[config.mk]
export PLATFORM = sky130hd
export DESIGN_NAME = swm_master
export DESIGN_NICKNAME = d
export VERILOG_FILES = /design/src/swm_pkg.sv /design/src/swm_buf_if.sv /design/src/swm_pair_buf.sv /design/src/swm_master.sv
export SDC_FILE = /design/constraint.sdc
export NUM_CORES = 1
export LEC_CHECK = 0
export BUFFER_PORTS_ARGS = -buffer_cell sky130_fd_sc_hd__buf_2
export CORE_MARGIN = 4
export CORE_UTILIZATION = 50
export DETAILED_ROUTE_END_ITERATION = 10
export PLACE_DENSITY = 0.68
export RECOVER_POWER = 25
export SYNTH_ARGS = -nofsm -noshare
export SYNTH_HDL_FRONTEND = slang
export SYNTH_SLANG_ARGS = --single-unit
export TNS_END_PERCENT = 50
[constraint.sdc]
create_clock -name mclk_i -period 3.8 [get_ports mclk_i]
set_clock_uncertainty 0.15 [all_clocks]
set_input_delay 0.38 -clock mclk_i [delete_from_list [all_inputs] [get_ports mclk_i]]
set_output_delay 0.38 -clock mclk_i [all_outputs]
set_load 0.02 [all_outputs]
[src/swm_pkg.sv]
// Constants for the single-wire bus master: command codes, op codes and slot timing.
// Assumes a 100 MHz system clock; all cycle counts are derived from the times below.
package swm_pkg;
  localparam int unsigned CLK_NS = 10;
  // Host operations.
  typedef enum logic [1:0] {SWM_OP_RESET, SWM_OP_WRITE, SWM_OP_READ} swm_op_type;
  // Bus states.
  typedef enum logic [2:0] {SWM_IDLE, SWM_RST_LOW, SWM_RST_HIGH, SWM_SLOT_LOW,
                            SWM_SLOT_REST} swm_state_type;
  localparam logic [7:0] CMD_OD_SKIP = 8'h3C;
  localparam logic [7:0] CMD_OD_MATCH = 8'h69;
  localparam int unsigned BYTE_BITS = 8;
  // Times in ns, standard speed then overdrive speed.
  localparam int unsigned RST_LOW_STD_NS = 480000;
  localparam int unsigned RST_LOW_OD_NS = 70000;
  localparam int unsigned RST_HIGH_STD_NS = 480000;
  localparam int unsigned RST_HIGH_OD_NS = 48000;
  localparam int unsigned PSMP_STD_NS = 70000;
  localparam int unsigned PSMP_OD_NS = 8000;
  localparam int unsigned W0_STD_NS = 60000;
  localparam int unsigned W0_OD_NS = 7000;
  localparam int unsigned W1_STD_NS = 6000;
  localparam int unsigned W1_OD_NS = 1000;
  localparam int unsigned RL_STD_NS = 6000;
  localparam int unsigned RL_OD_NS = 1000;
  localparam int unsigned MSR_STD_NS = 14000;
  localparam int unsigned MSR_OD_NS = 2000;
  localparam int unsigned SLOT_STD_NS = 70000;
  localparam int unsigned SLOT_OD_NS = 10000;
  // Least times round up to whole cycles; sample points are longest times and round down.
  localparam int unsigned RST_LOW_STD_CYC = (RST_LOW_STD_NS + CLK_NS - 1) / CLK_NS;
  localparam int unsigned RST_LOW_OD_CYC = (RST_LOW_OD_NS + CLK_NS - 1) / CLK_NS;
  localparam int unsigned RST_HIGH_STD_CYC = (RST_HIGH_STD_NS + CLK_NS - 1) / CLK_NS;
  localparam int unsigned RST_HIGH_OD_CYC = (RST_HIGH_OD_NS + CLK_NS - 1) / CLK_NS;
  localparam int unsigned PSMP_STD_CYC = PSMP_STD_NS / CLK_NS;
  localparam int unsigned PSMP_OD_CYC = PSMP_OD_NS / CLK_NS;
  localparam int unsigned W0_STD_CYC = (W0_STD_NS + CLK_NS - 1) / CLK_NS;
  localparam int unsigned W0_OD_CYC = (W0_OD_NS + CLK_NS - 1) / CLK_NS;
  localparam int unsigned W1_STD_CYC = W1_STD_NS / CLK_NS;
  localparam int unsigned W1_OD_CYC = W1_OD_NS / CLK_NS;
  localparam int unsigned RL_STD_CYC = (RL_STD_NS + CLK_NS - 1) / CLK_NS;
  localparam int unsigned RL_OD_CYC = (RL_OD_NS + CLK_NS - 1) / CLK_NS;
  localparam int unsigned MSR_STD_CYC = MSR_STD_NS / CLK_NS;
  localparam int unsigned MSR_OD_CYC = MSR_OD_NS / CLK_NS;
  localparam int unsigned SLOT_STD_CYC = (SLOT_STD_NS + CLK_NS - 1) / CLK_NS;
  localparam int unsigned SLOT_OD_CYC = (SLOT_OD_NS + CLK_NS - 1) / CLK_NS;
endpackage

[src/swm_buf_if.sv]
// Valid/ready carrier between the bus engine and its answer buffer.
// Assumes both ends run on the same clock.
`timescale 1ns/1ns
`default_nettype none
interface swm_buf_if #(parameter int unsigned WIDTH = 9);
  logic in_valid;
  logic in_ready;
  logic [WIDTH-1:0] in_data;
  logic out_valid;
  logic out_ready;
  logic [WIDTH-1:0] out_data;
  modport fill (output in_valid, output in_data, input in_ready,
                input out_valid, input out_data, output out_ready);
  modport store (input in_valid, input in_data, output in_ready,
                 output out_valid, output out_data, input out_ready);
endinterface
`default_nettype wire

[src/swm_pair_buf.sv]
// Small answer buffer, two entries by default, between the bus engine and the user.
// Assumes one clock and an asynchronous active-low reset.
`timescale 1ns/1ns
`default_nettype none
module swm_pair_buf #(
  parameter int unsigned WIDTH = 9,
  parameter int unsigned DEPTH = 2
) (
  // Clock and reset.
  input wire logic mclk_i,
  input wire logic rst_b_i,
  // Both sides of the buffer.
  swm_buf_if.store bif
);
  localparam int unsigned AW = (DEPTH > 1) ? $clog2(DEPTH) : 1;
  initial begin
    if (DEPTH < 2 || (DEPTH & (DEPTH - 1)) != 0 || WIDTH < 1) begin
      $error("swm_pair_buf: DEPTH must be a power of two of at least 2");
    end
  end
  logic [WIDTH-1:0] mem [DEPTH];
  logic [AW-1:0] wr_ptr;
  logic [AW-1:0] rd_ptr;
  logic [AW:0] fill_cnt;
  logic push;
  logic pop;

  // Full and empty come straight from the fill count, so the producer sees real back-pressure.
  assign bif.in_ready = (fill_cnt != (AW+1)'(DEPTH));
  assign bif.out_valid = (fill_cnt != '0);
  assign bif.out_data = mem[rd_ptr];
  assign push = bif.in_valid && bif.in_ready;
  assign pop = bif.out_valid && bif.out_ready;

  // Storage is written only; it needs no reset because empty entries are never shown.
  always_ff @(posedge mclk_i) begin
    if (push) begin
      mem[wr_ptr] <= bif.in_data;
    end
  end

  // Pointers and fill level.
  always_ff @(posedge mclk_i or negedge rst_b_i) begin
    if (!rst_b_i) begin
      wr_ptr <= '0;
      rd_ptr <= '0;
      fill_cnt <= '0;
    end else begin
      if (push) begin
        wr_ptr <= wr_ptr + 1'b1;
      end
      if (pop) begin
        rd_ptr <= rd_ptr + 1'b1;
      end
      fill_cnt <= fill_cnt + (AW+1)'(push) - (AW+1)'(pop);
    end
  end
endmodule
`default_nettype wire

[src/swm_master.sv]
// Single-wire bus master: reset/presence, write slots and read slots, byte at a time.
// Assumes an open-drain line with an external pullup and one clock of 100 MHz.
//
// Overview of operation
// - First byte after presence is the ROM command.
// - Master leaves line high while suspended.
// - Overdrive timing holds until a long reset.
// - After broadcast skip, reset at overdrive speed.
// - Master samples presence at the sample time.
// - Reset high window covers presence and recovery.
// - Mixed buses: long reset high window.
// - Each slot carries exactly one bit.
// - Write one: line released before its limit.
// - Write zero: line held low long enough.
// - Allow recovery before the next slot.
// - Read slot: brief low, then release.
// - Sample read inside window, then finish slot.
`timescale 1ns/1ns
`default_nettype none
module swm_master #(
  parameter int unsigned RST_LOW_STD = swm_pkg::RST_LOW_STD_CYC,
  parameter int unsigned RST_HIGH_STD = swm_pkg::RST_HIGH_STD_CYC,
  parameter int unsigned PSMP_STD = swm_pkg::PSMP_STD_CYC,
  parameter int unsigned W0_STD = swm_pkg::W0_STD_CYC,
  parameter int unsigned SLOT_STD = swm_pkg::SLOT_STD_CYC
) (
  // Clock and reset.
  input wire logic mclk_i,
  input wire logic rst_b_i,
  // Command port.
  input wire logic cmd_valid_i,
  output logic cmd_ready_o,
  input wire logic [1:0] cmd_op_i,
  input wire logic [7:0] cmd_data_i,
  input wire logic cmd_long_i,
  // Answer port.
  output logic rsp_valid_o,
  input wire logic rsp_ready_i,
  output logic [7:0] rsp_data_o,
  output logic rsp_reset_o,
  // Status.
  output logic overdrive_o,
  output logic busy_o,
  // Bus line.
  input wire logic line_i,
  output logic line_o,
  output logic line_oe_o
);
  initial begin
    if (RST_LOW_STD >= 65536 || RST_HIGH_STD >= 65536 || SLOT_STD >= 65536
        || PSMP_STD >= RST_HIGH_STD || W0_STD >= SLOT_STD || W0_STD < 1) begin
      $error("swm_master: timing parameters do not fit the 16-bit slot timer");
    end
  end

  swm_buf_if #(.WIDTH(9)) bif ();
  swm_pair_buf #(.WIDTH(9), .DEPTH(2)) u_buf (
    .mclk_i(mclk_i),
    .rst_b_i(rst_b_i),
    .bif(bif)
  );

  swm_pkg::swm_state_type state;
  logic [15:0] cnt;
  logic [2:0] bit_idx;
  logic [7:0] shift;
  logic [7:0] wbyte;
  logic is_read;
  logic long_rst;
  logic od;
  logic rom_phase;
  logic samp;
  logic sync1;
  logic sync2;
  logic sync3;
  logic line_s;
  logic push_valid;
  logic [8:0] push_data;
  logic [15:0] t_rst_low;
  logic [15:0] t_rst_high;
  logic [15:0] t_psmp;
  logic [15:0] t_low;
  logic [15:0] t_msr;
  logic [15:0] t_slot;
  logic accept;
  logic slot_end;

  // Every waveform follows the current speed, reset and presence included.
  // A long reset at overdrive must really be long, or the device keeps its speed.
  assign t_rst_low = (od && !long_rst) ? 16'(swm_pkg::RST_LOW_OD_CYC) : 16'(RST_LOW_STD);
  assign t_rst_high = od ? 16'(swm_pkg::RST_HIGH_OD_CYC) : 16'(RST_HIGH_STD);
  assign t_psmp = od ? 16'(swm_pkg::PSMP_OD_CYC) : 16'(PSMP_STD);
  assign t_msr = od ? 16'(swm_pkg::MSR_OD_CYC) : 16'(swm_pkg::MSR_STD_CYC);
  assign t_slot = od ? 16'(swm_pkg::SLOT_OD_CYC) : 16'(SLOT_STD);

  // Low phase length: short for a read or a one, long for a zero.
  always_comb begin
    if (is_read) begin
      t_low = od ? 16'(swm_pkg::RL_OD_CYC) : 16'(swm_pkg::RL_STD_CYC);
    end else if (shift[0]) begin
      t_low = od ? 16'(swm_pkg::W1_OD_CYC) : 16'(swm_pkg::W1_STD_CYC);
    end else begin
      t_low = od ? 16'(swm_pkg::W0_OD_CYC) : 16'(W0_STD);
    end
  end

  // A command needing an answer waits until the buffer has room; an answer still being pushed in that cycle is not counted, so one can be dropped.
  assign cmd_ready_o = (state == swm_pkg::SWM_IDLE)
                       && (cmd_op_i == 2'(swm_pkg::SWM_OP_WRITE) || bif.in_ready);
  assign accept = cmd_valid_i && cmd_ready_o;
  // The slot also waits for the line to be seen high, giving the device its recovery.
  assign slot_end = (state == swm_pkg::SWM_SLOT_REST) && (cnt >= t_slot - 16'h0001) && line_s;
  // Idle drives nothing, so a suspended transfer leaves the line high.
  assign line_oe_o = (state == swm_pkg::SWM_RST_LOW) || (state == swm_pkg::SWM_SLOT_LOW);
  assign line_o = 1'b0;
  assign busy_o = (state != swm_pkg::SWM_IDLE);
  assign overdrive_o = od;
  assign bif.in_valid = push_valid;
  assign bif.in_data = push_data;
  assign bif.out_ready = rsp_ready_i;
  assign rsp_valid_o = bif.out_valid;
  assign rsp_data_o = bif.out_data[7:0];
  assign rsp_reset_o = bif.out_data[8];

  // Line synchroniser; a change is taken only once the last two stages agree.
  always_ff @(posedge mclk_i or negedge rst_b_i) begin
    if (!rst_b_i) begin
      sync1 <= 1'b1;
      sync2 <= 1'b1;
      sync3 <= 1'b1;
      line_s <= 1'b1;
    end else begin
      sync1 <= line_i;
      sync2 <= sync1;
      sync3 <= sync2;
      if (sync2 == sync3) begin
        line_s <= sync3;
      end
    end
  end

  // Sequencer for reset pulses and bit slots; one slot moves one bit.
  always_ff @(posedge mclk_i or negedge rst_b_i) begin
    if (!rst_b_i) begin
      state <= swm_pkg::SWM_IDLE;
      cnt <= 16'h0000;
      bit_idx <= 3'h0;
      shift <= 8'h00;
      wbyte <= 8'h00;
      is_read <= 1'b0;
      long_rst <= 1'b1;
    end else begin
      unique case (state)
        swm_pkg::SWM_IDLE: begin
          cnt <= 16'h0000;
          bit_idx <= 3'h0;
          if (accept) begin
            is_read <= (cmd_op_i == 2'(swm_pkg::SWM_OP_READ));
            shift <= (cmd_op_i == 2'(swm_pkg::SWM_OP_WRITE)) ? cmd_data_i : 8'hFF;
            wbyte <= cmd_data_i;
            // At overdrive the user may ask for a short reset to stay fast.
            long_rst <= !od || cmd_long_i;
            if (cmd_op_i == 2'(swm_pkg::SWM_OP_RESET)) begin
              state <= swm_pkg::SWM_RST_LOW;
            end else begin
              state <= swm_pkg::SWM_SLOT_LOW;
            end
          end
        end
        swm_pkg::SWM_RST_LOW: begin
          cnt <= cnt + 16'h0001;
          if (cnt >= t_rst_low - 16'h0001) begin
            cnt <= 16'h0000;
            state <= swm_pkg::SWM_RST_HIGH;
          end
        end
        swm_pkg::SWM_RST_HIGH: begin
          cnt <= cnt + 16'h0001;
          // The device is ready for slots as soon as this window ends.
          if (cnt >= t_rst_high - 16'h0001) begin
            state <= swm_pkg::SWM_IDLE;
          end
        end
        swm_pkg::SWM_SLOT_LOW: begin
          cnt <= cnt + 16'h0001;
          if (cnt >= t_low - 16'h0001) begin
            state <= swm_pkg::SWM_SLOT_REST;
          end
        end
        swm_pkg::SWM_SLOT_REST: begin
          if (!slot_end) begin
            cnt <= cnt + 16'h0001;
          end else begin
            cnt <= 16'h0000;
            // Shift right so the next bit out and the next bit in are both bit 0 first.
            shift <= {is_read ? samp : 1'b1, shift[7:1]};
            bit_idx <= bit_idx + 3'h1;
            if (bit_idx == 3'(swm_pkg::BYTE_BITS - 1)) begin
              state <= swm_pkg::SWM_IDLE;
            end else begin
              state <= swm_pkg::SWM_SLOT_LOW;
            end
          end
        end
        default: begin
          state <= swm_pkg::SWM_IDLE;
        end
      endcase
    end
  end

  // Presence sampled at the fixed point; read bit sampled at the latest point of the window.
  always_ff @(posedge mclk_i or negedge rst_b_i) begin
    if (!rst_b_i) begin
      samp <= 1'b1;
    end else if (state == swm_pkg::SWM_RST_HIGH && cnt == t_psmp - 16'h0001) begin
      samp <= !line_s;
    end else if (state == swm_pkg::SWM_SLOT_REST && is_read && cnt == t_msr - 16'h0001) begin
      samp <= line_s;
    end
  end

  // Overdrive tracking: set by an overdrive ROM command, cleared by a long reset only.
  always_ff @(posedge mclk_i or negedge rst_b_i) begin
    if (!rst_b_i) begin
      od <= 1'b0;
      rom_phase <= 1'b0;
    end else if (state == swm_pkg::SWM_RST_LOW && cnt >= t_rst_low - 16'h0001) begin
      rom_phase <= 1'b1;
      if (long_rst) begin
        od <= 1'b0;
      end
    end else if (slot_end && bit_idx == 3'(swm_pkg::BYTE_BITS - 1)) begin
      rom_phase <= 1'b0;
      // Match code bytes that follow go out at overdrive speed.
      if (!is_read && rom_phase && (wbyte == swm_pkg::CMD_OD_SKIP
                                    || wbyte == swm_pkg::CMD_OD_MATCH)) begin
        od <= 1'b1;
      end
    end
  end

  // Answer pushes: presence after each reset, data after each read byte.
  always_ff @(posedge mclk_i or negedge rst_b_i) begin
    if (!rst_b_i) begin
      push_valid <= 1'b0;
      push_data <= 9'h000;
    end else begin
      push_valid <= 1'b0;
      if (state == swm_pkg::SWM_RST_HIGH && cnt >= t_rst_high - 16'h0001) begin
        push_valid <= 1'b1;
        push_data <= {1'b1, 7'h00, samp};
      end else if (slot_end && is_read && bit_idx == 3'(swm_pkg::BYTE_BITS - 1)) begin
        push_valid <= 1'b1;
        push_data <= {1'b0, samp, shift[7:1]};
      end
    end
  end

  // Checks on the line waveform, the speed flag, one bit per slot, bit order and presence sampling.
  chk_zero_hold: assert property (@(posedge mclk_i) disable iff (!rst_b_i)
    state == swm_pkg::SWM_SLOT_LOW && !is_read && !shift[0] && cnt < t_low - 16'h0001
    |=> line_oe_o)
    else $error("write zero released too early");
  chk_one_release: assert property (@(posedge mclk_i) disable iff (!rst_b_i)
    $rose(line_oe_o) && state == swm_pkg::SWM_SLOT_LOW && !is_read && shift[0] && !od
    |-> ##[1:600] !line_oe_o)
    else $error("write one held low too long");
  chk_read_low: assert property (@(posedge mclk_i) disable iff (!rst_b_i)
    state == swm_pkg::SWM_SLOT_LOW && is_read
    |-> line_oe_o && cnt < (od ? 16'(swm_pkg::RL_OD_CYC) : 16'(swm_pkg::RL_STD_CYC)))
    else $error("read slot low phase wrong");
  chk_od_set: assert property (@(posedge mclk_i) disable iff (!rst_b_i)
    slot_end && rom_phase && !is_read && bit_idx == 3'h7 && wbyte == swm_pkg::CMD_OD_SKIP
    |=> od)
    else $error("overdrive skip did not set speed");
  chk_od_long_clr: assert property (@(posedge mclk_i) disable iff (!rst_b_i)
    state == swm_pkg::SWM_RST_LOW && long_rst && cnt >= t_rst_low - 16'h0001 |=> !od)
    else $error("long reset left overdrive set");
  chk_od_short_keep: assert property (@(posedge mclk_i) disable iff (!rst_b_i)
    state == swm_pkg::SWM_RST_LOW && !long_rst |=> od)
    else $error("short reset dropped overdrive");
  chk_one_bit_slot: assert property (@(posedge mclk_i) disable iff (!rst_b_i)
    slot_end |=> bit_idx == $past(bit_idx) + 3'h1)
    else $error("slot did not advance one bit");
  chk_slot_spacing: assert property (@(posedge mclk_i) disable iff (!rst_b_i)
    state == swm_pkg::SWM_SLOT_REST ##1 state == swm_pkg::SWM_SLOT_LOW
    |-> $past(cnt) >= t_slot - 16'h0001 && $past(line_s))
    else $error("next slot started before recovery");
  chk_lsb_first: assert property (@(posedge mclk_i) disable iff (!rst_b_i)
    accept && cmd_op_i == 2'(swm_pkg::SWM_OP_WRITE) |=> shift[0] == $past(cmd_data_i[0]))
    else $error("first bit is not bit 0");
  chk_presence_pt: assert property (@(posedge mclk_i) disable iff (!rst_b_i)
    state == swm_pkg::SWM_RST_HIGH && cnt == t_psmp - 16'h0001 |=> samp == !$past(line_s))
    else $error("presence not sampled at its point");
endmodule
`default_nettype wire

== Yosys cells after proc, flatten, opt, wreduce, memory -nomap -nowiden ==
Memory sizes are Yosys's and may differ from the RTL's.
Index checks and enable logic that the tools add are counted.
Storage, ports and cells
  flip-flop bits (word level): 61
  RAM bits: 18
  input bits: 16
  output and inout port bits: 15
  word-level logic and storage cells: 137
  memories kept: 1
Memories
  u_buf.mem: depth 2, bits a word 9, read ports 1, clocked after Yosys merged registers in 0, write ports 1, line swm_pair_buf.sv:21  | logic [WIDTH-1:0] mem [DEPTH];
Cells by class
  add/subtract/negate cells: 12
  $lt $le $gt $ge: 4
  eq/ne operators: 19
  mux-type cells: 41
  reductions and logical operators: 41
Operator list (count)
  16-bit two-way mux: 5
  16-bit >= comparator: 4
  16-bit one-hot mux with 4 select lines: 1
  13-bit two-way mux: 4
  16-bit by 1-bit subtractor with 16-bit output, second input constant: 3
  16-bit == test: 2
  13-bit by 1-bit subtractor with 14-bit output, second input constant: 2
  8-bit two-way mux: 3
  3-bit two-way mux: 6
  9-bit two-way mux: 2
  1-bit logical AND: 17
  16-bit by 1-bit adder with 16-bit output, second input constant: 1
  8-bit one-hot mux with 2 select lines: 1
  3-bit one-hot mux with 5 select lines: 1
  1-bit two-way mux: 13
  2-bit nonzero test: 6
  11-bit by 1-bit subtractor with 12-bit output, second input constant: 1
  11-bit two-way mux: 1
  10-bit two-way mux: 1
  8-bit by 6-bit == test with 1-bit output, second input constant: 1
  8-bit by 7-bit == test with 1-bit output, second input constant: 1
  2-bit inequality test, second input constant: 4
  3-bit by 2-bit == test with 1-bit output, second input constant: 2
  3-bit == test, second input constant: 2
  21 further kinds: 33

== Logic depth before layout (Yosys ltp) ==
Gate-level depths: netlist of run 1.
  depth in word-level cells: 9
  gate-level depth with buffers: 15
  depth with buffers taken out: 14

== Hierarchy ==
Synthesis of run 1 repeated with hierarchy kept, for this count alone.
Second synthesis, totals
  cell total of the unflattened synthesis: 449
  area total of the unflattened synthesis: 4649.5 um^2
Modules (own cells, without submodules)
  swm_master: instances 1, cells an instance 399, area an instance 3768.6 um^2
  swm_pair_buf: instances 1, cells an instance 50, area an instance 880.8 um^2

== Least setup slack after synthesis of run 1 ==
OpenSTA, ideal clock, no wires.
  kind: register to register
  start: register od (netlist: overdrive_o)
  end: register state[0]
  library setup time: 0.079 ns
  arrival time: 3.275 ns
  required time: 3.571 ns
  slack: 0.295 ns
  cell stages (with the launch flop): 15
  period minus slack after synthesis: 3.505 ns
  path through: dfrtp_1 > clkbuf_1 > inv_1 > ha_1 > a211oi_1 > or2_2 > a21oi_1 > a21oi_1 > ha_1 > a211oi_1 > nor2_1 > o311ai_0 > o211ai_1 > nand4_1 > mux2i_1
On the way
  word-level cells in the longest chain between the ends: 7
  elaborated cells on any way between the ends: 23
Ends and longest elaborated chain
  from (decl): line swm_master.sv:70  | logic od;
  from (signal assigned): line swm_master.sv:226  | od <= 1'b0;
  from (signal assigned): line swm_master.sv:231  | od <= 1'b0;
  from (signal assigned): line swm_master.sv:238  | od <= 1'b1;
  13-bit two-way mux (tied with other cells): line swm_master.sv:103  | t_low = od ? 16'(swm_pkg::W0_OD_CYC) : 16'(W0_STD);
  13-bit two-way mux or 13-bit by 1-bit subtractor with 14-bit output (tied branches): line swm_master.sv:100, swm_master.sv:112
  16-bit two-way mux or 16-bit >= comparator (tied branches): line swm_master.sv:98, swm_master.sv:112
  16-bit by 1-bit subtractor with 16-bit output or 1-bit logical AND (tied branches): line swm_master.sv:186, swm_master.sv:112
  16-bit >= comparator or 1-bit logical AND (tied branches): line swm_master.sv:186, swm_master.sv:112
  2-bit by 1-bit inequality test with 1-bit output (no source line) or 2-bit inequality test (tied branches)
  5-bit AND reduction (no source line) *
  to (signal assigned): line swm_master.sv:181  | state <= swm_pkg::SWM_IDLE;
  to (signal assigned): line swm_master.sv:187  | state <= swm_pkg::SWM_SLOT_REST;
  to (signal assigned): line swm_master.sv:199  | state <= swm_pkg::SWM_IDLE;
  to (decl): line swm_master.sv:63  | swm_pkg::swm_state_type state;
Every way passes the cells marked *; elsewhere a longest branch is shown, timed or not.
A chain may end at the register's enable or synchronous reset.

== Worst setup path in the final report of run 1 ==
Same ends and word-level chain as after synthesis.

==> results by group, run 1 <==
Timing
  – Worst slew pin tran: 2.240 ns
  – RSZ-0062 raised after global routing: false
  – FMAX: 314.0 MHz
  – Setup tns final: 0 ns
  – Final-report max-slew violation count: 41
  – Final Critical Period: 3.185 ns
  – Fin. Hold Viols: 0
  – Relative slew slack: -0.4933
  – Endpoints failing setup: 0
  – Hold_ws: 0.1179 ns
  – Final Cycle Share: 0.8381

Placement
  – Detailed Place HPWL: 7.408 mm
  – GP Congestion: 0.8551
  – Port Buffers: 29

Finish
  – Layout area overhead: 9.128%
  – Commonest cells after routing, fill and taps aside: 55 x dfrtp_1, 41 x nand2_1, 38 x ha_1
  – N_diodes: 0
  – # nets final: 533
  – Layout cell share with drive strength beyond 1: 0.1777
  – Commonest non-fill, non-tap cell in the layout: dfrtp_1
  – Fillers: 791

Floorplan
  – IO Pins: 31
  – Starting Density: 0.5227
  – # rows: 34
  – Chip width: 104.4 um
  – Die area: 0.01090 mm^2
  – Die span in y: 104.4 um
  – Total core area: 0.008891 mm^2

Hold path
  – Tightest Hold Check Type: input port to flip-flop
  – Hold Startpoint: cmd_long_i

Power and ir drop
  – Leakage dissipation: 2.187 nW
  – Maximum vdd ir drop: 309.1 uV
  – Power per cell area: 568.5 mW/mm^2

Worst setup path
  – Worst path max stage delay: 0.39 ns
  – Crit start category: flip-flop
  – CP max-delay cell: dfrtp_1
  – CP Class: flip-flop to flip-flop
  – Worst setup startpoint: overdrive_o
  – CP required: 3.93 ns
  – Crit. End Element: flip-flop
  – CP Data Arrival Time: 3.32 ns
  – Worst-path maximum fanout: 19
  – Reg2reg start: overdrive_o
  – Cell Chain, Critical Path: buf_4 -> ha_1 -> a211oi_1 -> or2_2 -> a21oi_1 -> a21oi_1 -> ha_1 -> a211oi_1 -> nor2_1 -> o311ai_0 -> o211ai_1 -> nand4_1 -> mux2i_1

Logic synthesis
  – Mapped Avg Cell Area: 10.26 um^2
  – Synth Instances: 453
  – Leading post-synthesis cells by cell area: dfrtp_1 30%, edfxtp_1 12%, ha_1 10%
  – Compound-cell area share of the yosys netlist: 0.1484
  – Post-synthesis simple-gate area fraction: 0.1680
  – Synth cell types: 63
  – FFs w/ async S/R, synth: 0.7722
  – Synth Area in Adders: 0.1045
  – Synth area leader: dfrtp_1
  – Sequential-to-total area share from yosys stat: 0.4464
  – Yosys top cell area share: 0.2962
  – Largest family of logic cells by synthesized area: simple AND/OR/NAND/NOR gates
  – Synth warn: 0
  – Mux cell area share after synthesis: 0.06516
  – #FFs+latches synth: 79
  – Syn Std Cell Area: 0.004647 mm^2
  – EDFF count, synth: 18
  – Post-synth top flop: dfrtp_1
  – Xor/xnor share of the synthesized area: 0.01696

Clock tree
  – Total CTS buffers: 9
  – Root buffer cell: clkbuf_8
  – Max H-tree Level: 3
  – Clock Tree Buf Depth: 2
  – Clk Latency, worst-skew pair: 0.36 ns
  – Clk slew on worst S/H paths: 0.09 ns
  – Setup bufs post-CTS: 0
  – CTS tree: built
  – TritonCTS Sinks: 79

Route
  – DRC violations left: 0
  – DR iter-0 viols: 144
  – Total iterations of the first detailed-routing run: 4
  – Antenna viol nets, final: 0
  – Routed vias: 3476
  – Vias/cell: 5.872
  – WL/cell: 17.18 um
  – DRT Wirelength: 10.17 mm

Global routing
  – Vias in the first global route: 3520
  – First-pass GRT wire length: 17.38 mm
  – Grt ovf: 0
  – Antenna violations before repair: 0
  – GRT Util Overall: 0.1957
  – Largest net degree at the start of global routing: 41

Outcome
  – Status: complete, but fails checks
  – Failing checks: capacitance limit, slew limit

Job
  – MaxCap Viol Count: 1
-- power breakdown --
group / switching [mW] / leakage [nW] / internal [mW]
clock network: 0.348 / 0.118 / 0.385
logic: 0.517 / 1.17 / 0.397
registers: 0.208 / 0.903 / 1.03
-- cell type report --
type / instances / area (um^2) / area share
clock buffers: 9 / 123.9 / 0.02443
flip-flops and latches: 79 / 2074 / 0.4091
multi-input cells: 332 / 2356 / 0.4646
repair buffers: 34 / 183.9 / 0.03627
well taps: 108 / 135.1 / 0.02665
clock inverters: 7 / 108.9 / 0.02147
inverters: 23 / 88.84 / 0.01752
-- per-stage QoR --
step           instances  utilization  total power, mW  setup slack, ns  cell area [um^2]
4_1_cts              592       0.5705            2.912           0.5760              5072
3_3_place_gp         575       0.5432            2.126           0.7241              4830
3_5_place_dp         575       0.5432            2.170           0.6068              4830
6_report             592       0.5704            2.883           0.6151              5071
5_1_grt              592       0.5704            3.083           0.2386              5071
2_1_floorplan        456            -            1.975           0.2953              4658
-- synthesized netlist by cell type (3+ instances only) --
master	instances
dfrtp_1	55
nand2_1	41
ha_1	38
o21ai_0	33
nor2_1	28
a21oi_1	22
inv_1	22
edfxtp_1	18
mux2_2	18
nand3_1	16
a31oi_1	14
nand4_1	12
mux2i_1	10
or3_1	9
clkbuf_1	8
nand2b_1	7
buf_2	6
dfstp_2	6
nor3_1	6
xnor2_1	6
buf_6	5
a211oi_1	4
a21o_1	4
nor4_1	4
a41oi_1	3
and2_1	3
and3_1	3
buf_4	3
nand3b_1	3
xor2_1	3
-- logic make-up (layout without fill, tap and decap cells) --
family	count (synthesis)	after routing
DFF	79	79
AOI/OAI and AO/OA	102	102
other	2	5
and+or+nand+nor	149	149
adders and majority gates	39	39
xor gates and xnor gates	9	9
buffers and inverters	45	73
muxes	28	28
-- worst max-delay path: cells and delay by family (launching register included) --
family	cells	cell delay [ns]
mux	1	0.19
fa+ha+maj	2	0.51
buf+inv	1	0.21
compound gates	6	1.28
flops	1	0.39
simple gates	3	0.37
-- routing by layer --
layer | up-vias | part of all wire | routed length (um) | track usage
li1 | 1703 | - | - | -
met1 | 1691 | 0.46 | 4650 | 0.2584
met2 | 66 | 0.49 | 4961 | 0.3233
met3 | 16 | 0.040 | 402 | 0.03476
met4 | 0 | 0.016 | 158 | 0.06838
met5 | - | 0 | 0 | 0
-- path summary, 6_finish.rpt --
| check | depth (start not counted) | endpoint | slack, ns |
|---|---|---|---|
| max in group asynchronous | 2 | sync1 | 1.64 |
| worst min register to register | 0 | sync2 | 0.22 |
| min in group asynchronous | 1 | bif.in_data[3] | 0.53 |
| worst max-delay path | 13 | state[0] | 0.62 |
| worst min-delay path | 3 | long_rst | 0.12 |
| worst max register to register | 13 | state[0] | 0.62 |
-- flip-flops by register name (all words and copies together) (netlist names), 2 cells and up --
register,flops
bif.in_data,9
bit_idx,3
cnt,16
shift,8
state,3
u_buf.fill_cnt,2
u_buf.mem,18
wbyte,8
-- what timing repair did --
item / 4_1_cts / 5_1_grt
gates resized for setup: 0 / 0
hold buffers: 1 / 0
endpoints found under the hold margin: 1 / 0
Note: power is estimated with default switching activity, not from simulation.
==> inputs of run 2 (changes only) <==
- PLACE_DENSITY: 0.68 -> 0.7
- clock period: 3.8 -> 2.6 ns (I/O delays scaled with it)
==> results by group, run 2 (synthesis results as in run 1) <==
Clock tree
  – Root buffer cell: clkbuf_8
  – Clk Latency, worst-skew pair: 0.35 ns (about the same)
  – Max H-tree Level: 3 (unchanged)
  – Clock Tree Buf Depth: 2 (unchanged)
  – Total CTS buffers: 9 (unchanged)
  – CTS tree: built
  – Clk slew on worst S/H paths: 0.09 ns (about the same)
  – TritonCTS Sinks: 79 (unchanged)

Worst setup path
  – Crit path capture: state[0]
  – Crit. End Element: flip-flop
  – Reg2reg setup slack: -0.40 ns (-1.02 ns)
  – Cell count of the worst reg-to-reg path: 13 (unchanged)
  – Number of cells on the critical path: 13 (unchanged)
  – Crit start category: flip-flop
  – Worst-path maximum fanout: 4 (-15)
  – WP buf/inv: 2 (+1)
  – Crit path top cell by count: ha_1
  – CP top delay family: compound AO/OA/AOI/OAI gates
  – Worst path max stage delay: 0.42 ns (+0.03 ns)
  – CP Data Arrival Time: 3.13 ns (-0.19 ns)
  – Cell Chain, Critical Path: clkinvlp_4 -> buf_4 -> ha_1 -> or2_4 -> a21oi_2 -> a21oi_1 -> ha_1 -> a211oi_2 -> nor2_1 -> o311ai_2 -> o211ai_1 -> nand4_1 -> mux2i_1
  – Worst setup startpoint: overdrive_o
  – CP required: 2.73 ns (-1.20 ns)
  – Reg-to-reg endpoint: state[0]
  – CP Class: flip-flop to flip-flop
  – CP max-delay cell: dfrtp_2
  – Reg2reg start: overdrive_o

Power and ir drop
  – Maximum vdd ir drop: 557.8 uV (+80%)
  – Power per cell area: 825.9 mW/mm^2 (+45%)
  – Leakage dissipation: 2.457 nW (+12%)
  – Tot Pwr: 4.728 mW (+64%)

Floorplan
  – Die span in y: 104.4 um (unchanged)
  – Total core area: 0.008891 mm^2 (unchanged)
  – # rows: 34 (unchanged)
  – Starting Density: 0.5227 (unchanged)
  – Chip width: 104.4 um (unchanged)
  – Die area: 0.01090 mm^2 (unchanged)
  – IO Pins: 31 (unchanged)

Finish
  – Layout cell share with drive strength beyond 1: 0.2978 (+0.1201)
  – Max FFs per register: 18 (unchanged)
  – Top reg by flops: u_buf.mem
  – Final Cell Area: 0.005724 mm^2 (+13%)
  – Layout area overhead: 23.18%
  – # nets final: 583 (+9.4%)
  – Commonest non-fill, non-tap cell in the layout: dfrtp_1
  – Final non-filler cell total: 642 (+8.4%)
  – N_diodes: 0 (unchanged)
  – Commonest cells after routing, fill and taps aside: 54 x dfrtp_1, 41 x nand2_1, 40 x buf_4

Route
  – Antenna viol nets, final: 0 (unchanged)
  – Total iterations of the first detailed-routing run: 5 (+1)
  – Routed vias: 3809 (+9.6%)
  – DR iter-0 viols: 256 (+78%)
  – WL/cell: 17.59 um (+2.3%)
  – DRT Wirelength: 11.29 mm (+11%)
  – Vias/cell: 5.933 (+1.0%)
  – DRC violations left: 0 (unchanged)

Timing
  – Endpoints failing setup: 16 (+16)
  – Fin. Hold Viols: 0 (unchanged)
  – FMAX: 333.2 MHz (+6.1%)
  – Final Cycle Share: 1.154 (+0.3163)
  – Worst setup margin: -0.4016 ns (-1.017 ns)
  – Worst slew pin tran: 1.541 ns (-0.6993 ns)
  – Final Critical Period: 3.002 ns (-0.1833 ns)
  – Relative slew slack: -0.02708 (+0.4662)
  – Final-report max-slew violation count: 27 (-34%)
  – RSZ-0062 raised after global routing: true

Job
  – MaxCap Viol Count: 1 (unchanged)

Global routing
  – Grt ovf: 0 (unchanged)
  – GRT Util Overall: 0.2091 (+0.01337)
  – Vias in the first global route: 3686 (+4.7%)
  – First-pass GRT wire length: 18.41 mm (+5.9%)
  – Antenna violations before repair: 0 (unchanged)
  – Largest net degree at the start of global routing: 36 (-12%)

Placement
  – Port Buffers: 29 (unchanged)
  – Detailed Place HPWL: 7.668 mm (+3.5%)
  – Placed Instances: 608 (+5.7%)
  – GP Congestion: 0.8498 (-0.62%)
  – Placed inst area: 0.005162 mm^2 (+6.9%)

Hold path
  – Tightest Hold Check Type: input port to flip-flop

Outcome
  – Status: complete, but fails checks
  – Failing checks: capacitance limit, slew limit, setup timing
## run 2: changes by cell type in the layout (fill, tap and decap cells not counted), sizes merged
cell,delta
clkinvlp,+1
clkinv,+2
and4,+1
bufinv,-1
buf,+46
inv,-2
dlygate4sd3,+3
## run 2: how the worst min path moves through the flow
stage	start	to	slack, ns	depth (start not counted)
6_report	cmd_data_i[2]	wbyte[2]	0.01	2
3_5_place_dp	rst_b_i	bif.in_data[5]	0.17	1
2_1_floorplan	rst_b_i	bif.in_data[0]	-0.19	0
5_1_grt	cmd_data_i[7]	wbyte[7]	0.02	2
3_3_place_gp	rst_b_i	bif.in_data[3]	0.17	1
4_1_cts	cmd_data_i[2]	wbyte[2]	0.007	2
## run 2: cell type report
class                           count  area [um^2]
Multi-Input combinational cell    333         2550
Inverter                           23        92.59
Clock buffer                        9        123.9
Clock inverter                      7        87.58
Tap cell                          108        135.1
Sequential cell                    79         2076
Fill cell                         686         3167
Timing Repair Buffer               83        659.4
## run 2: repair_timing
| action | in CTS | in global routing |
|---|---|---|
| pin swaps | 5 | 8 |
| setup buffers | 5 | 6 |
| gates cloned | 2 | 1 |
| setup endpoints to repair | 20 | 41 |
| hold buffers | 4 | 0 |
| endpoints found under the hold margin | 28 | 0 |
| resized for setup | 12 | 22 |
## run 2: through the flow
stage,utilization,worst slack [ns],setup TNS (ns),hold WS (ns)
after floorplan,-,-0.4456,-1.889,-0.1856
after global placement,0.5806,-0.1881,-0.6767,0.1714
after detailed placement,0.5806,-0.3778,-1.500,0.1726
after CTS,0.6290,-0.3861,-1.496,0.006919
after global routing,0.6438,-0.4996,-3.667,0.02011
final,0.6438,-0.4016,-1.442,0.01467
## run 2: routing by layer
layer  vias to the layer above  track usage  part of all wire
met3                        29      0.03290             0.049
li1                       1821            -                 -
met4                         0      0.06933             0.023
met2                       124       0.3561              0.50
met1                      1835       0.2713              0.43
met5                         -            0                 0
## run 2: power by group
group	leakage, nW	internal, mW	switching (mW)
Sequential	0.902	1.50	0.238
Combinational	1.45	0.993	1.02
Clock	0.108	0.466	0.508
Total	2.46	2.96	1.77
